File: src/design/axis_homing_pkg.sv
// Shared types and constants for the per-axis homing and range sequencer.
// Assumes one 25 MHz core clock; positions are signed steps from the motion side.
package axis_homing_pkg;

    localparam int CLK_HZ = 25000000;
    localparam int TICK_MS = 1;
    localparam int TICK_CYCLES = CLK_HZ / 1000 * TICK_MS;
    localparam int TIMEOUT_MIN_S = 1;
    localparam int TIMEOUT_MAX_S = 120;
    localparam logic [6:0] TIMEOUT_RESET_S = 7'h28;
    localparam int POS_W = 32;
    localparam int SPEED_W = 16;
    localparam logic [POS_W-1:0] OFFSET_RESET = 32'h0;
    localparam logic [1:0] ORIGIN_MODE_RESET = 2'h0;

    localparam logic [7:0] CH_HOMED = 8'h41;
    localparam logic [7:0] CH_RANGED = 8'h44;
    localparam logic [7:0] CH_ERROR = 8'h45;
    localparam logic [7:0] CH_TIMEOUT = 8'h54;
    localparam logic [7:0] CH_ABSENT = 8'h2d;
    localparam logic [7:0] ERR_NOT_HOMED = 8'h02;

    typedef enum logic [2:0] {
        ST_IDLE = 3'b000,
        ST_SEEK = 3'b001,
        ST_BACK = 3'b011,
        ST_OFFS = 3'b010,
        ST_DONE = 3'b110
    } seq_state_t;

    typedef enum logic [1:0] {
        CMD_NONE = 2'h0,
        CMD_HOME = 2'h1,
        CMD_RANGE = 2'h2,
        CMD_VRANGE = 2'h3
    } seq_cmd_t;

    // Per-axis setting bundle
    typedef struct packed {
        logic lowerEnable;
        logic upperEnable;
        logic extMode;
        logic limitKeep;
        logic [1:0] originMode;
        logic encoderMask;
        logic homeRequired;
        logic homeDirection;
        logic [6:0] timeoutSec;
        logic [POS_W-1:0] homeOffset;
        logic [POS_W-1:0] rangeOffset;
        logic [SPEED_W-1:0] travelSpeed;
        logic [SPEED_W-1:0] retractSpeed;
        logic [SPEED_W-1:0] homeSpeed1;
        logic [SPEED_W-1:0] homeSpeed2;
        logic [SPEED_W-1:0] rangeSpeed1;
        logic [SPEED_W-1:0] rangeSpeed2;
    } axis_cfg_t;

    // Motion request toward the profile generator
    typedef struct packed {
        logic run;
        logic dirUp;
        logic [SPEED_W-1:0] speed;
        logic relMove;
        logic [POS_W-1:0] relDist;
    } motion_req_t;

endpackage : axis_homing_pkg

File: src/design/axis_homing_range_sequencer.sv
// Per-axis homing, range finding and virtual range sequencer with travel interlock.
// Assumes switch inputs are raw pins; motion generator acks a relative move with moveDone.
`timescale 1ns/10ps

module axis_homing_range_sequencer
    import axis_homing_pkg::*;
#(
    parameter int NUM_AXES = 4,
    parameter int TICKS_PER_SEC = CLK_HZ
) (
    input wire logic core_clk,
    input wire logic nrst,
    input wire seq_cmd_t cmdCode,
    input wire logic cmdValid,
    input wire logic [NUM_AXES-1:0] cmdAxisSel,
    input wire logic [NUM_AXES-1:0] axisPresent,
    input wire logic [NUM_AXES*POS_W-1:0] vrangeLength,
    input wire axis_cfg_t [NUM_AXES-1:0] axisCfg,
    input wire logic [NUM_AXES-1:0] lowerLimitSwitch,
    input wire logic [NUM_AXES-1:0] upperLimitSwitch,
    input wire logic [NUM_AXES-1:0] moveDone,
    input wire logic [NUM_AXES-1:0] motionFault,
    input wire logic [NUM_AXES*POS_W-1:0] axisPos,
    input wire logic [NUM_AXES-1:0] travelRequest,
    output logic cmdBusy,
    output logic replyValid,
    output logic [NUM_AXES*8-1:0] replyChars,
    output logic [7:0] errNumber,
    output logic errValid,
    output motion_req_t [NUM_AXES-1:0] motionReq,
    output logic [NUM_AXES-1:0] travelAllowed,
    output logic [NUM_AXES-1:0] zeroPosStrobe,
    output logic [NUM_AXES*POS_W-1:0] lowerSoftLimit,
    output logic [NUM_AXES*POS_W-1:0] upperSoftLimit,
    output logic [NUM_AXES-1:0] lowerLimitValid,
    output logic [NUM_AXES-1:0] upperLimitValid,
    output logic [NUM_AXES-1:0] homedStatus,
    output logic [NUM_AXES-1:0] rangedStatus,
    output logic [NUM_AXES-1:0] secureSpeedOn,
    output logic [NUM_AXES-1:0] closedLoopOn,
    output logic [NUM_AXES-1:0] homeDirectionEcho
);
    // ************************************************************
    // Switch synchronisers
    // ************************************************************
    logic [NUM_AXES-1:0] lowMeta_q;
    logic [NUM_AXES-1:0] lowSync_q;
    logic [NUM_AXES-1:0] upMeta_q;
    logic [NUM_AXES-1:0] upSync_q;

    always_ff @(posedge core_clk or negedge nrst) begin
        if (!nrst) begin
            lowMeta_q <= '0;
            lowSync_q <= '0;
            upMeta_q <= '0;
            upSync_q <= '0;
        end else begin
            lowMeta_q <= lowerLimitSwitch;
            lowSync_q <= lowMeta_q;
            upMeta_q <= upperLimitSwitch;
            upSync_q <= upMeta_q;
        end
    end

    // ************************************************************
    // Sequencer state
    // ************************************************************
    typedef struct packed {
        seq_state_t st;
        logic isRange;
        logic [7:0] result;
        logic homed;
        logic ranged;
        logic loVal;
        logic upVal;
        logic [POS_W-1:0] loLim;
        logic [POS_W-1:0] upLim;
        logic closed;
        logic zeroPulse;
        motion_req_t req;
    } axis_st_t;

    typedef struct packed {
        logic busy;
        logic reply;
        logic errV;
        logic [7:0] err;
    } top_st_t;

    axis_st_t [NUM_AXES-1:0] ax_q;
    axis_st_t [NUM_AXES-1:0] ax_d;
    top_st_t top_q;
    top_st_t top_d;
    logic [NUM_AXES-1:0] tmrStart;
    logic [NUM_AXES-1:0] tmrClear;
    logic [NUM_AXES-1:0] tmrExpired;
    logic [NUM_AXES-1:0] axisIdle;

    genvar g;
    generate
        for (g = 0; g < NUM_AXES; g++) begin : gAxis
            logic [POS_W-1:0] pos;
            logic swHit;
            logic swEnabled;
            logic [SPEED_W-1:0] seekSpeed;
            logic [SPEED_W-1:0] backSpeed;
            logic [6:0] tmoSec;

            axis_timeout_timer #(
                .TICKS_PER_SEC(TICKS_PER_SEC)
            ) uTimer (
                .core_clk(core_clk),
                .nrst(nrst),
                .start(tmrStart[g]),
                .clear(tmrClear[g]),
                .limitSec(tmoSec),
                .expired(tmrExpired[g])
            );

            assign pos = axisPos[g*POS_W +: POS_W];
            assign axisIdle[g] = (ax_q[g].st == ST_IDLE);

            always_comb begin
                ax_d[g] = ax_q[g];
                ax_d[g].zeroPulse = 1'b0;
                tmrStart[g] = 1'b0;
                tmrClear[g] = 1'b0;
                swHit = ax_q[g].isRange ? upSync_q[g] : lowSync_q[g];
                swEnabled = ax_q[g].isRange ? axisCfg[g].upperEnable
                                            : axisCfg[g].lowerEnable;
                // Speed pair by extended flag
                if (axisCfg[g].extMode) begin
                    seekSpeed = ax_q[g].isRange ? axisCfg[g].rangeSpeed1
                                                : axisCfg[g].homeSpeed1;
                    backSpeed = ax_q[g].isRange ? axisCfg[g].rangeSpeed2
                                                : axisCfg[g].homeSpeed2;
                end else begin
                    seekSpeed = axisCfg[g].travelSpeed;
                    backSpeed = axisCfg[g].retractSpeed;
                end
                // Out-of-range timeout clamps into 1..120
                tmoSec = axisCfg[g].timeoutSec;
                if (tmoSec < 7'(TIMEOUT_MIN_S)) begin
                    tmoSec = 7'(TIMEOUT_MIN_S);
                end else if (tmoSec > 7'(TIMEOUT_MAX_S)) begin
                    tmoSec = 7'(TIMEOUT_MAX_S);
                end

                case (ax_q[g].st)
                    ST_IDLE: begin
                        ax_d[g].req = '0;
                        if (cmdValid && !top_q.busy && cmdAxisSel[g] && axisPresent[g]) begin
                            if (cmdCode == CMD_HOME || cmdCode == CMD_RANGE) begin
                                ax_d[g].isRange = (cmdCode == CMD_RANGE);
                                ax_d[g].result = (cmdCode == CMD_RANGE) ? CH_RANGED
                                                                       : CH_HOMED;
                                ax_d[g].st = ST_SEEK;
                                tmrStart[g] = 1'b1;
                            end
                        end
                    end
                    ST_SEEK: begin
                        if (!swEnabled) begin
                            ax_d[g].st = ST_DONE;
                        end else if (swHit) begin
                            ax_d[g].req.run = 1'b0;
                            ax_d[g].st = ST_BACK;
                        end else begin
                            ax_d[g].req.run = 1'b1;
                            ax_d[g].req.relMove = 1'b0;
                            ax_d[g].req.dirUp = ax_q[g].isRange;
                            ax_d[g].req.speed = seekSpeed;
                        end
                    end
                    ST_BACK: begin
                        // Retract opposite to the seek until the switch releases
                        if (!swHit) begin
                            ax_d[g].req.relMove = 1'b1;
                            ax_d[g].req.run = 1'b1;
                            ax_d[g].req.relDist = ax_q[g].isRange
                                ? axisCfg[g].rangeOffset
                                : axisCfg[g].homeOffset;
                            ax_d[g].st = ST_OFFS;
                        end else begin
                            ax_d[g].req.run = 1'b1;
                            ax_d[g].req.dirUp = !ax_q[g].isRange;
                            ax_d[g].req.speed = backSpeed;
                        end
                    end
                    ST_OFFS: begin
                        if (moveDone[g]) begin
                            ax_d[g].req = '0;
                            ax_d[g].st = ST_DONE;
                            if (!ax_q[g].isRange) begin
                                ax_d[g].homed = 1'b1;
                                // Mode 1 keeps the power-up zero
                                if (axisCfg[g].originMode != 2'h1) begin
                                    ax_d[g].zeroPulse = 1'b1;
                                end
                                if (!axisCfg[g].limitKeep) begin
                                    ax_d[g].loVal = 1'b1;
                                    ax_d[g].loLim = (axisCfg[g].originMode != 2'h1)
                                        ? '0 : pos;
                                end
                            end else begin
                                ax_d[g].ranged = 1'b1;
                                if (!axisCfg[g].limitKeep) begin
                                    ax_d[g].upVal = 1'b1;
                                    ax_d[g].upLim = pos;
                                end
                            end
                        end
                    end
                    default: begin
                        ax_d[g].st = ST_IDLE;
                        tmrClear[g] = 1'b1;
                    end
                endcase

                // Fault or timeout abort from any moving state
                if (ax_q[g].st == ST_SEEK || ax_q[g].st == ST_BACK || ax_q[g].st == ST_OFFS)
                begin
                    if (tmrExpired[g]) begin
                        ax_d[g].req = '0;
                        ax_d[g].result = CH_TIMEOUT;
                        ax_d[g].st = ST_DONE;
                    end else if (motionFault[g]) begin
                        ax_d[g].req = '0;
                        ax_d[g].result = CH_ERROR;
                        ax_d[g].st = ST_DONE;
                    end
                end

                // Virtual range: no motion, no reply
                if (axisIdle[g] && cmdValid && !top_q.busy && cmdCode == CMD_VRANGE
                    && cmdAxisSel[g] && axisPresent[g] && ax_q[g].homed) begin
                    ax_d[g].ranged = 1'b1;
                    ax_d[g].upVal = 1'b1;
                    ax_d[g].upLim = ax_q[g].loLim + vrangeLength[g*POS_W +: POS_W];
                end

                // Closed loop needs the encoder mask
                ax_d[g].closed = axisCfg[g].encoderMask
                    && (axisCfg[g].originMode != 2'h0 || ax_d[g].homed);
            end

            always_ff @(posedge core_clk or negedge nrst) begin
                if (!nrst) begin
                    ax_q[g] <= '0;
                end else begin
                    ax_q[g] <= ax_d[g];
                end
            end

            assign replyChars[g*8 +: 8] = axisPresent[g] && cmdAxisSel[g] ? ax_q[g].result
                                                                          : CH_ABSENT;
            assign motionReq[g] = ax_q[g].req;
            // Secure speed stays until homing plus range, or homing alone with the upper switch out of use; off with both switches out of use
            assign secureSpeedOn[g] = (axisCfg[g].lowerEnable || axisCfg[g].upperEnable)
                && !(ax_q[g].homed && (ax_q[g].ranged || !axisCfg[g].upperEnable));
            assign travelAllowed[g] = travelRequest[g]
                && (!axisCfg[g].homeRequired || ax_q[g].homed);
            assign zeroPosStrobe[g] = ax_q[g].zeroPulse;
            assign lowerSoftLimit[g*POS_W +: POS_W] = ax_q[g].loLim;
            assign upperSoftLimit[g*POS_W +: POS_W] = ax_q[g].upLim;
            assign lowerLimitValid[g] = ax_q[g].loVal;
            assign upperLimitValid[g] = ax_q[g].upVal;
            assign homedStatus[g] = ax_q[g].homed;
            assign rangedStatus[g] = ax_q[g].ranged;
            assign closedLoopOn[g] = ax_q[g].closed;
            assign homeDirectionEcho[g] = axisCfg[g].homeDirection;
        end
    endgenerate

    // ************************************************************
    // Command bookkeeping and reply
    // ************************************************************
    logic allIdleNext;
    logic vrReject;

    always_comb begin
        allIdleNext = 1'b1;
        vrReject = 1'b0;
        for (int i = 0; i < NUM_AXES; i++) begin
            if (ax_d[i].st != ST_IDLE) begin
                allIdleNext = 1'b0;
            end
            if (cmdAxisSel[i] && axisPresent[i] && !ax_q[i].homed) begin
                vrReject = 1'b1;
            end
        end
        top_d = top_q;
        top_d.reply = 1'b0;
        top_d.errV = 1'b0;
        if (cmdValid && !top_q.busy) begin
            if (cmdCode == CMD_VRANGE) begin
                top_d.err = vrReject ? ERR_NOT_HOMED : 8'h00;
                top_d.errV = 1'b1;
            end else if (cmdCode == CMD_HOME || cmdCode == CMD_RANGE) begin
                top_d.busy = 1'b1;
            end
        // Empty selection answers at once rather than holding busy forever
        end else if (top_q.busy && allIdleNext) begin
            top_d.busy = 1'b0;
            top_d.reply = 1'b1;
        end
    end

    always_ff @(posedge core_clk or negedge nrst) begin
        if (!nrst) begin
            top_q <= '0;
        end else begin
            top_q <= top_d;
        end
    end

    assign cmdBusy = top_q.busy;
    assign replyValid = top_q.reply;
    assign errNumber = top_q.err;
    assign errValid = top_q.errV;
endmodule : axis_homing_range_sequencer

File: src/design/axis_timeout_timer.sv
// Seconds timeout counter for one axis sequence.
// Assumes start is a single-cycle pulse; clear stops it at any time.
`timescale 1ns/10ps
module axis_timeout_timer
    import axis_homing_pkg::*;
#(
    parameter int TICKS_PER_SEC = CLK_HZ
) (
    input wire logic core_clk,
    input wire logic nrst,
    input wire logic start,
    input wire logic clear,
    input wire logic [6:0] limitSec,
    output logic expired
);
    typedef struct packed {
        logic run;
        logic [31:0] tick;
        logic [6:0] sec;
        logic exp;
    } tmr_t;

    tmr_t s_q;
    tmr_t s_d;

    always_comb begin
        s_d = s_q;
        if (clear) begin
            s_d = '0;
        end else if (start) begin
            s_d.run = 1'b1;
            s_d.tick = '0;
            s_d.sec = '0;
            s_d.exp = 1'b0;
        end else if (s_q.run) begin
            if (s_q.tick == 32'(TICKS_PER_SEC - 1)) begin
                s_d.tick = '0;
                s_d.sec = s_q.sec + 7'h1;
                if (s_q.sec + 7'h1 >= limitSec) begin
                    s_d.exp = 1'b1;
                    s_d.run = 1'b0;
                end
            end else begin
                s_d.tick = s_q.tick + 32'h1;
            end
        end
    end

    always_ff @(posedge core_clk or negedge nrst) begin
        if (!nrst) begin
            s_q <= '0;
        end else begin
            s_q <= s_d;
        end
    end

    assign expired = s_q.exp;
endmodule : axis_timeout_timer

File: config.mk
export PLATFORM = sky130hd
export DESIGN_NAME = axis_homing_range_sequencer
export DESIGN_NICKNAME = d
export VERILOG_FILES = /design/src/design/axis_homing_pkg.sv /design/src/design/axis_homing_range_sequencer.sv /design/src/design/axis_timeout_timer.sv
export SDC_FILE = /design/constraint.sdc
export NUM_CORES = 2
export LEC_CHECK = 0
export ABC_AREA = 1
export BUFFER_PORTS_ARGS = -buffer_cell sky130_fd_sc_hd__buf_2
export CORE_AREA = 5 5 586 588
export DETAILED_ROUTE_END_ITERATION = 6
export DIE_AREA = 0 0 591 593
export HOLD_SLACK_MARGIN = 0.12
export PLACE_DENSITY_LB_ADDON = 0.2
export SLEW_MARGIN = 20
export SYNTH_ARGS = -nofsm -noshare
export SYNTH_HDL_FRONTEND = slang
export SYNTH_SLANG_ARGS = --single-unit
File: constraint.sdc
create_clock -name core_clk -period 2.98 [get_ports core_clk]
set_clock_uncertainty 0.15 [all_clocks]
set_input_delay 0.149 -clock core_clk [delete_from_list [all_inputs] [get_ports core_clk]]
set_output_delay 0.149 -clock core_clk [all_outputs]
set_load 0.1 [all_outputs]
; Word-level counts from Yosys, hierarchy flattened
; Index checks and enable logic that the tools add are counted.
[totals]
output_inout_bits = 539
regBits = 723
input_bits = 993
wordCells = 594
[op_classes]
add_sub_neg = 12
n_eq_ne = 41
magnitude_cmp = 12
bitwise_logic = 8
n_mux = 274
reduce_logical = 159
[op_table]
columns = cell, count
row1 = 32-bit two-way mux, 32
row2 = 51-bit two-way mux, 12
row3 = 68-bit two-way mux, 8
row4 = 41-bit two-way mux, 12
row5 = 32-bit one-hot mux with 3 select lines, 4
row6 = 19-bit one-hot mux with 4 select lines, 4
row7 = 16-bit two-way mux, 16
row8 = 52-bit two-way mux, 4
row9 = 8-bit two-way mux, 24
row10 = 33-bit two-way mux, 4
row11 = 32-bit by 1-bit adder with 32-bit output (second input constant), 4
row12 = 32-bit adder, 4
row13 = 32-bit by 25-bit == test with 1-bit output (second input constant), 4
row14 = 12-bit two-way mux, 8
row15 = 1-bit two-way mux, 89
row16 = 3-bit two-way mux, 29
row17 = 19-bit two-way mux, 4
row18 = 18-bit two-way mux, 4
row19 = 17-bit two-way mux, 4
row20 = 1-bit logical AND, 58
row21 = 7-bit two-way mux, 8
row22 = 3-bit one-hot mux with 4 select lines, 4
row23 = 3-bit AND reduction, 13
row24 = 3-bit by 1-bit != test with 1-bit output (second input constant), 12
row25 = other kinds (21), 141

; Logic depth before layout (Yosys ltp)
[depth]
word_depth = 17
mapped_depth = 16
ltp_nobuf = 16

; By module
; From an unflattened synthesis, not the netlist that was laid out.
[hier_totals]
hier_cells = 7952
area_unflattened_um2 = 53042.1
[modules_own_cells]
columns = mod, cells_each, instances, area_each_um2, seq_area_each_um2
row1 = axis_homing_range_sequencer, 6220, 1, 41542.3, 13813.2
row2 = axis_timeout_timer (gAxis[0].uTimer ...), 431, 3, 2849.0, 1026.0
row3 = axis_timeout_timer (gAxis[3].uTimer), 439, 1, 2952.8, 1026.0

; Worst setup path before layout
; No wires, ideal clock.
[synth_path]
kind = flip-flop to output port
startpoint = reg ax_q (netlist bit homedStatus[3])
endpoint = out travelAllowed[3]
t_arrival_ps = 2620
required_time_ps = 2681
setup_slack_ps = 61
stages_incl_launch_ff = 3
n_path_buf = 0
cell_sequence = dfrtp_1 inv_1 a21boi_0
[synth_via]
elab_chain_cells = 2
[synth_lines]
columns = element, line
row1 = "start, declared", axis_homing_range_sequencer.sv:90  ; axis_st_t [NUM_AXES-1:0] ax_q;
row2 = "start signal, assigned by index", axis_homing_range_sequencer.sv:251  ; ax_q[g] <= ax_d[g];
row3 = 1-bit logical OR, axis_homing_range_sequencer.sv:262  ; && (!axisCfg[g].homeRequired || ax_q[g].homed);
row4 = 1-bit logical AND, axis_homing_range_sequencer.sv:262
row5 = "end, declared", axis_homing_range_sequencer.sv:31  ; output logic [NUM_AXES-1:0] travelAllowed,
; No other way between the ends.

; Worst setup path in the final report
[layout_path]
startpoint = in axisCfg[171] (netlist bit)
endpoint = reg ax_q (netlist bit lowerSoftLimit[31])
[layout_via]
elab_chain_cells = 2
[layout_lines]
columns = element, line
row1 = "start, declared", axis_homing_range_sequencer.sv:18  ; input wire axis_cfg_t [NUM_AXES-1:0] axisCfg,
row2 = 2-bit by 1-bit != test with 1-bit output, axis_homing_range_sequencer.sv:202  ; ax_d[g].loLim = (axisCfg[g].originMode != 2'h1)
row3 = 32-bit two-way mux, axis_homing_range_sequencer.sv:203  ; ? '0 : pos;
; No other way between the ends.
; A chain may end at the register's enable or synchronous reset.

==> parameters.txt <==
Parameter                              Value

Clocking
  Clk pin slew, worst setup/hold paths    0.06 ns
  CTS tree    built
  Clock Latency Late Sink    0.87 ns
  Cts bufs inserted    between 100 and 150
  Clock tree buffer depth    4
  Total number of H-tree levels    3
  TritonCTS Sinks    716
  Clk root buf    sky130_fd_sc_hd__clkbuf_16

Yosys
  Main combinational cell family by area after synthesis    simple AND/OR/NAND/NOR gates
  Post-synth EDFFs    0
  Sequential element share of the synthesized area    0.341
  Simple-gate share of the synthesized area    0.318
  Avg Inst Size Synth    6.68 sq um
  Multiplexer share of the synthesized area    0.0112
  Compound-cell area share of the yosys netlist    0.113
  Synth warn    0
  Number of distinct library cells after synthesis    71
  Adder-cell share of the synthesized area    0.0401
  Synthesized netlist cell count    approximately 7.9k
  Post-synthesis sequential element count    716
  Area share of xor/xnor cells in the synthesized design    0.0155
  Top_reg_cell synth    sky130_fd_sc_hd__dfrtp_1
  Fraction of synthesis flops using an asynchronous set or reset pin    1.00
  Netlist Area Pre-Place    around 53,000 sq um

Hold path
  Worst hold path startpoint    axisCfg[695]
  Hold WC Path Type    in -> out

Pwr
  Cell internal pwr    28.2 mW
  Power per cell area    about 750 nW/um^2
  Sw frac    0.548
  Proportion of power drawn by combinational gates    0.554
  Switching power summed over all nets    about 34 mW
  Static power due to leakage    42.2 nW
  Power share of the sequential group    0.219
  Worst-case vdd ir drop    716 uV
  Clock share of power    0.226

Route
  Final routed wire length divided by cell count    21.6 um
  Via count    around 62k
  Routed vias/inst    4.07
  Post-Route WL    329,000 um
  Drt first-iter violations    3,825
  DRC Markers    0
  Remaining antenna violation count    0
  Pre-Repair DR Iteration Count    5

Final layout
  Cell area after layout    83,700 sq um
  Fraction of final layout cells sized beyond drive strength 1    0.196
  Count of filler cells inserted in the layout    roughly 38k
  Net count of the finished layout    11.7k
  Area added between synthesis and finish    59.2%

STA
  Min Clock Period, post-route    ~2.9 ns
  Total count of max-transition violations in the final report    0
  Fmax    342 MHz
  Final hold violation count    0
  Share of the clock period used by the worst path    0.980
  Headroom to the max-slew limit    0.323
  RSZ-0062 raised after global routing    true
  Number of setup violations in the final report    0
  Slew at the pin closest to its max-slew limit    1.01 ns
  Final-layout worst hold slack    roughly 0.15 ns

Setup path
  CP peak stage delay    roughly 0.6 ns
  Reg-to-reg startpoint    lowerSoftLimit[79]$_DFFE_PN0P_
  Data arrival time of the critical path    about 3.5 ns
  Startpoint Class    input pin
  Crit path required time    between 3 and 4 ns
  Most common cell on crit path    sky130_fd_sc_hd__dlygate4sd3_1
  Start point of the critical path    axisCfg[171]
  Critical Path End Type    flip-flop
  Cell-by-cell trace of the critical path    dlygate4sd3_1 > buf_2 > dlygate4sd3_1 > nor2_4 > buf_4 > nand2_1 > dlygate4sd3_1 > o21ai_0 > dlygate4sd3_1
  Slowest cell on the critical path    sky130_fd_sc_hd__dlygate4sd3_1
  Max Fanout on Critical Path    24
  Critical path type    in -> reg

Placement
  Sum of net half-perimeters after detailed placement    around 270,000 um
  Routability cong.    0.917
  Post-Place Cell Area    62,800 sq um
  Number of buffers added on ports    1,516

Run
  Maxcap violations    0

GRT
  Wire length of the first global-routing pass    457,000 um
  Vias in the first global route    63.6k
  Overall track demand over capacity in global routing    0.178
  Initial antenna violation count    69
  Pin count of the biggest net entering global routing    76
  Global route overflow    0

Floorplan
  Horizontal die dimension    slightly below 600 um
  Total I/O pin count    1,532
  Std-Cell Core Area    338,000 sq um
  Effective utilization at floorplan    0.156
  Die area    350,000 sq um
  Die Ht    593 um
  Placement row count    between 200 and 250

Status
  Run status    completed
final timing paths:
check	end	slack, ns	cells past startpoint
hold reg to reg	lowSync_q[0]$_DFF_PN0_	0.20	0
setup / recovery	lowerSoftLimit[31]$_DFFE_PN0P_	0.06	9
hold / removal	homeDirectionEcho[3]	0.15	0
max in group asynchronous	gAxis[3].uTimer.s_q[30]$_DFFE_PN0P_	1.22	6
setup reg to reg	upperSoftLimit[89]$_DFFE_PN0P_	0.10	10
min in group asynchronous	lowerSoftLimit[77]$_DFFE_PN0P_	0.58	4
metal layers:
layer / wire, um / track usage / share of wire / vias to the layer above
met4: 15000 / 0.0717 / 0.046 / 36
met3: 19800 / 0.0382 / 0.060 / 507
met1: 136000 / 0.214 / 0.41 / 29527
li1: - / - / - / 30183
met5: 208 / 0 / 0.00063 / -
met2: 158000 / 0.307 / 0.48 / 1836
critical path: cells and delay by family:
| family | cells | cell delay [ns] |
|---|---|---|
| AO/OA/AOI/OAI | 1 | 0.15 |
| buffers and inverters | 6 | 2.82 |
| AND/OR/NAND/NOR | 2 | 0.40 |
placed cells by master, fill, tap and decap left out, types with 19 or more instances in the layout:
cell type and count:
sky130_fd_sc_hd__inv_2 28, sky130_fd_sc_hd__mux2i_1 59, sky130_fd_sc_hd__ha_1 139, sky130_fd_sc_hd__nand2_2 19, sky130_fd_sc_hd__dlygate4sd3_1 1637, sky130_fd_sc_hd__dfrtp_1 709
sky130_fd_sc_hd__nand3_1 550, sky130_fd_sc_hd__buf_4 160, sky130_fd_sc_hd__clkbuf_8 23, sky130_fd_sc_hd__nor2_1 740, sky130_fd_sc_hd__a22oi_1 33, sky130_fd_sc_hd__nand2_1 2324
sky130_fd_sc_hd__a31oi_1 20, sky130_fd_sc_hd__diode_2 32, sky130_fd_sc_hd__o21ai_0 294, sky130_fd_sc_hd__inv_1 933, sky130_fd_sc_hd__buf_2 1515, sky130_fd_sc_hd__nor4_1 22
sky130_fd_sc_hd__nor3_1 142, sky130_fd_sc_hd__nor2_2 36, sky130_fd_sc_hd__clkbuf_16 113, sky130_fd_sc_hd__xor2_1 77, sky130_fd_sc_hd__nand4_1 90, sky130_fd_sc_hd__o22ai_1 76
sky130_fd_sc_hd__buf_12 22, sky130_fd_sc_hd__a21oi_1 539
power groups by stage:
stage	clock [mW]	sequential (mW)	combinational, mW
3_3_place_gp	0	13.9	32.1
6_report	14.1	13.7	34.6
5_1_grt	15.0	13.9	36.9
3_5_place_dp	0	13.9	32.0
4_1_cts	14.7	13.7	34.5
2_1_floorplan	0	12.8	24.9
flip-flops by register name, summed over array words and instances (netlist names), 48 cells and up:
register and cells:
ax_q 48, gAxis.uTimer.s_q 160, lowerSoftLimit 128, motionReq 204, upperSoftLimit 128
cells by family (layout without fill, tap and decap cells):
| group | count (synthesis) | in the layout |
|---|---|---|
| AO/OA/AOI/OAI | 1078 | 1078 |
| flip-flops | 716 | 716 |
| AND/OR/NAND/NOR | 4029 | 4029 |
| other | 1 | 39 |
| XOR/XNOR | 93 | 93 |
| multiplexers | 59 | 59 |
| adder cells (fa/ha/maj) | 166 | 166 |
| buffers and inverters | 1723 | 4521 |
cells in the mapped netlist, types with 16 or more instances:
library cell               count  area share
sky130_fd_sc_hd__nor2_2       16      0.0019
sky130_fd_sc_hd__and2_1       17      0.0020
sky130_fd_sc_hd__a22oi_1      33      0.0047
sky130_fd_sc_hd__xnor2_1      16      0.0027
sky130_fd_sc_hd__nand2_1    2338        0.17
sky130_fd_sc_hd__nor4_1       23      0.0027
sky130_fd_sc_hd__o21ai_0     302       0.029
sky130_fd_sc_hd__inv_1       938       0.067
sky130_fd_sc_hd__nor3_1      146       0.014
sky130_fd_sc_hd__ha_1        162       0.039
sky130_fd_sc_hd__inv_2        26      0.0019
sky130_fd_sc_hd__xor2_1       77       0.013
sky130_fd_sc_hd__buf_2        82      0.0078
sky130_fd_sc_hd__nand3_1     559       0.053
sky130_fd_sc_hd__buf_4       504       0.072
sky130_fd_sc_hd__o22ai_1      76      0.0090
sky130_fd_sc_hd__nor2_1      765       0.055
sky130_fd_sc_hd__or2_2        16      0.0019
sky130_fd_sc_hd__dfrtp_1     716        0.34
sky130_fd_sc_hd__a21oi_1     541       0.052
sky130_fd_sc_hd__nand4_1      90       0.011
sky130_fd_sc_hd__clkbuf_1    152       0.011
sky130_fd_sc_hd__mux2i_1      59       0.011
sky130_fd_sc_hd__a31oi_1      20      0.0024
sky130_fd_sc_hd__a32o_1       17      0.0032
what timing repair did:
| action | CTS | global route |
|---|---|---|
| hold buffers | 1640 | 0 |
| endpoints found under the setup margin | 0 | 205 |
| setup buffers | 0 | 13 |
| endpoints found under the hold margin | 1285 | 0 |
| gates resized for setup | 0 | 122 |
metrics by stage:
| stage | power, mW | utilization | setup TNS (ns) | cells | worst slack (ns) |
|---|---|---|---|---|---|
| 6_report | 62.4 | 0.248 | 0 | 15237 | 0.0594 |
| 5_1_grt | 65.8 | 0.248 | -0.0587 | 15219 | -0.0291 |
| 4_1_cts | 63.0 | 0.246 | 0 | 15190 | 0.00477 |
| 3_5_place_dp | 45.9 | 0.186 | 0 | 13352 | 0.261 |
| 3_3_place_gp | 46.0 | 0.186 | 0 | 13352 | 0.242 |
| 2_1_floorplan | 37.6 | - | 0 | 7871 | 0.0608 |
layout make-up:
type                            instances  area, sq um  area share
Antenna cell                           32         80.1    0.000957
Clock buffer                          147         3110      0.0372
Clock inverter                         51          717     0.00857
Inverter                              970         3660      0.0437
Multi-Input combinational cell       5432        26600       0.318
Sequential cell                       716        17900       0.214
Tap cell                             4536         5680      0.0678
Timing Repair Buffer                 3353        25900       0.309
Note: power is estimated with default switching activity, not from simulation.
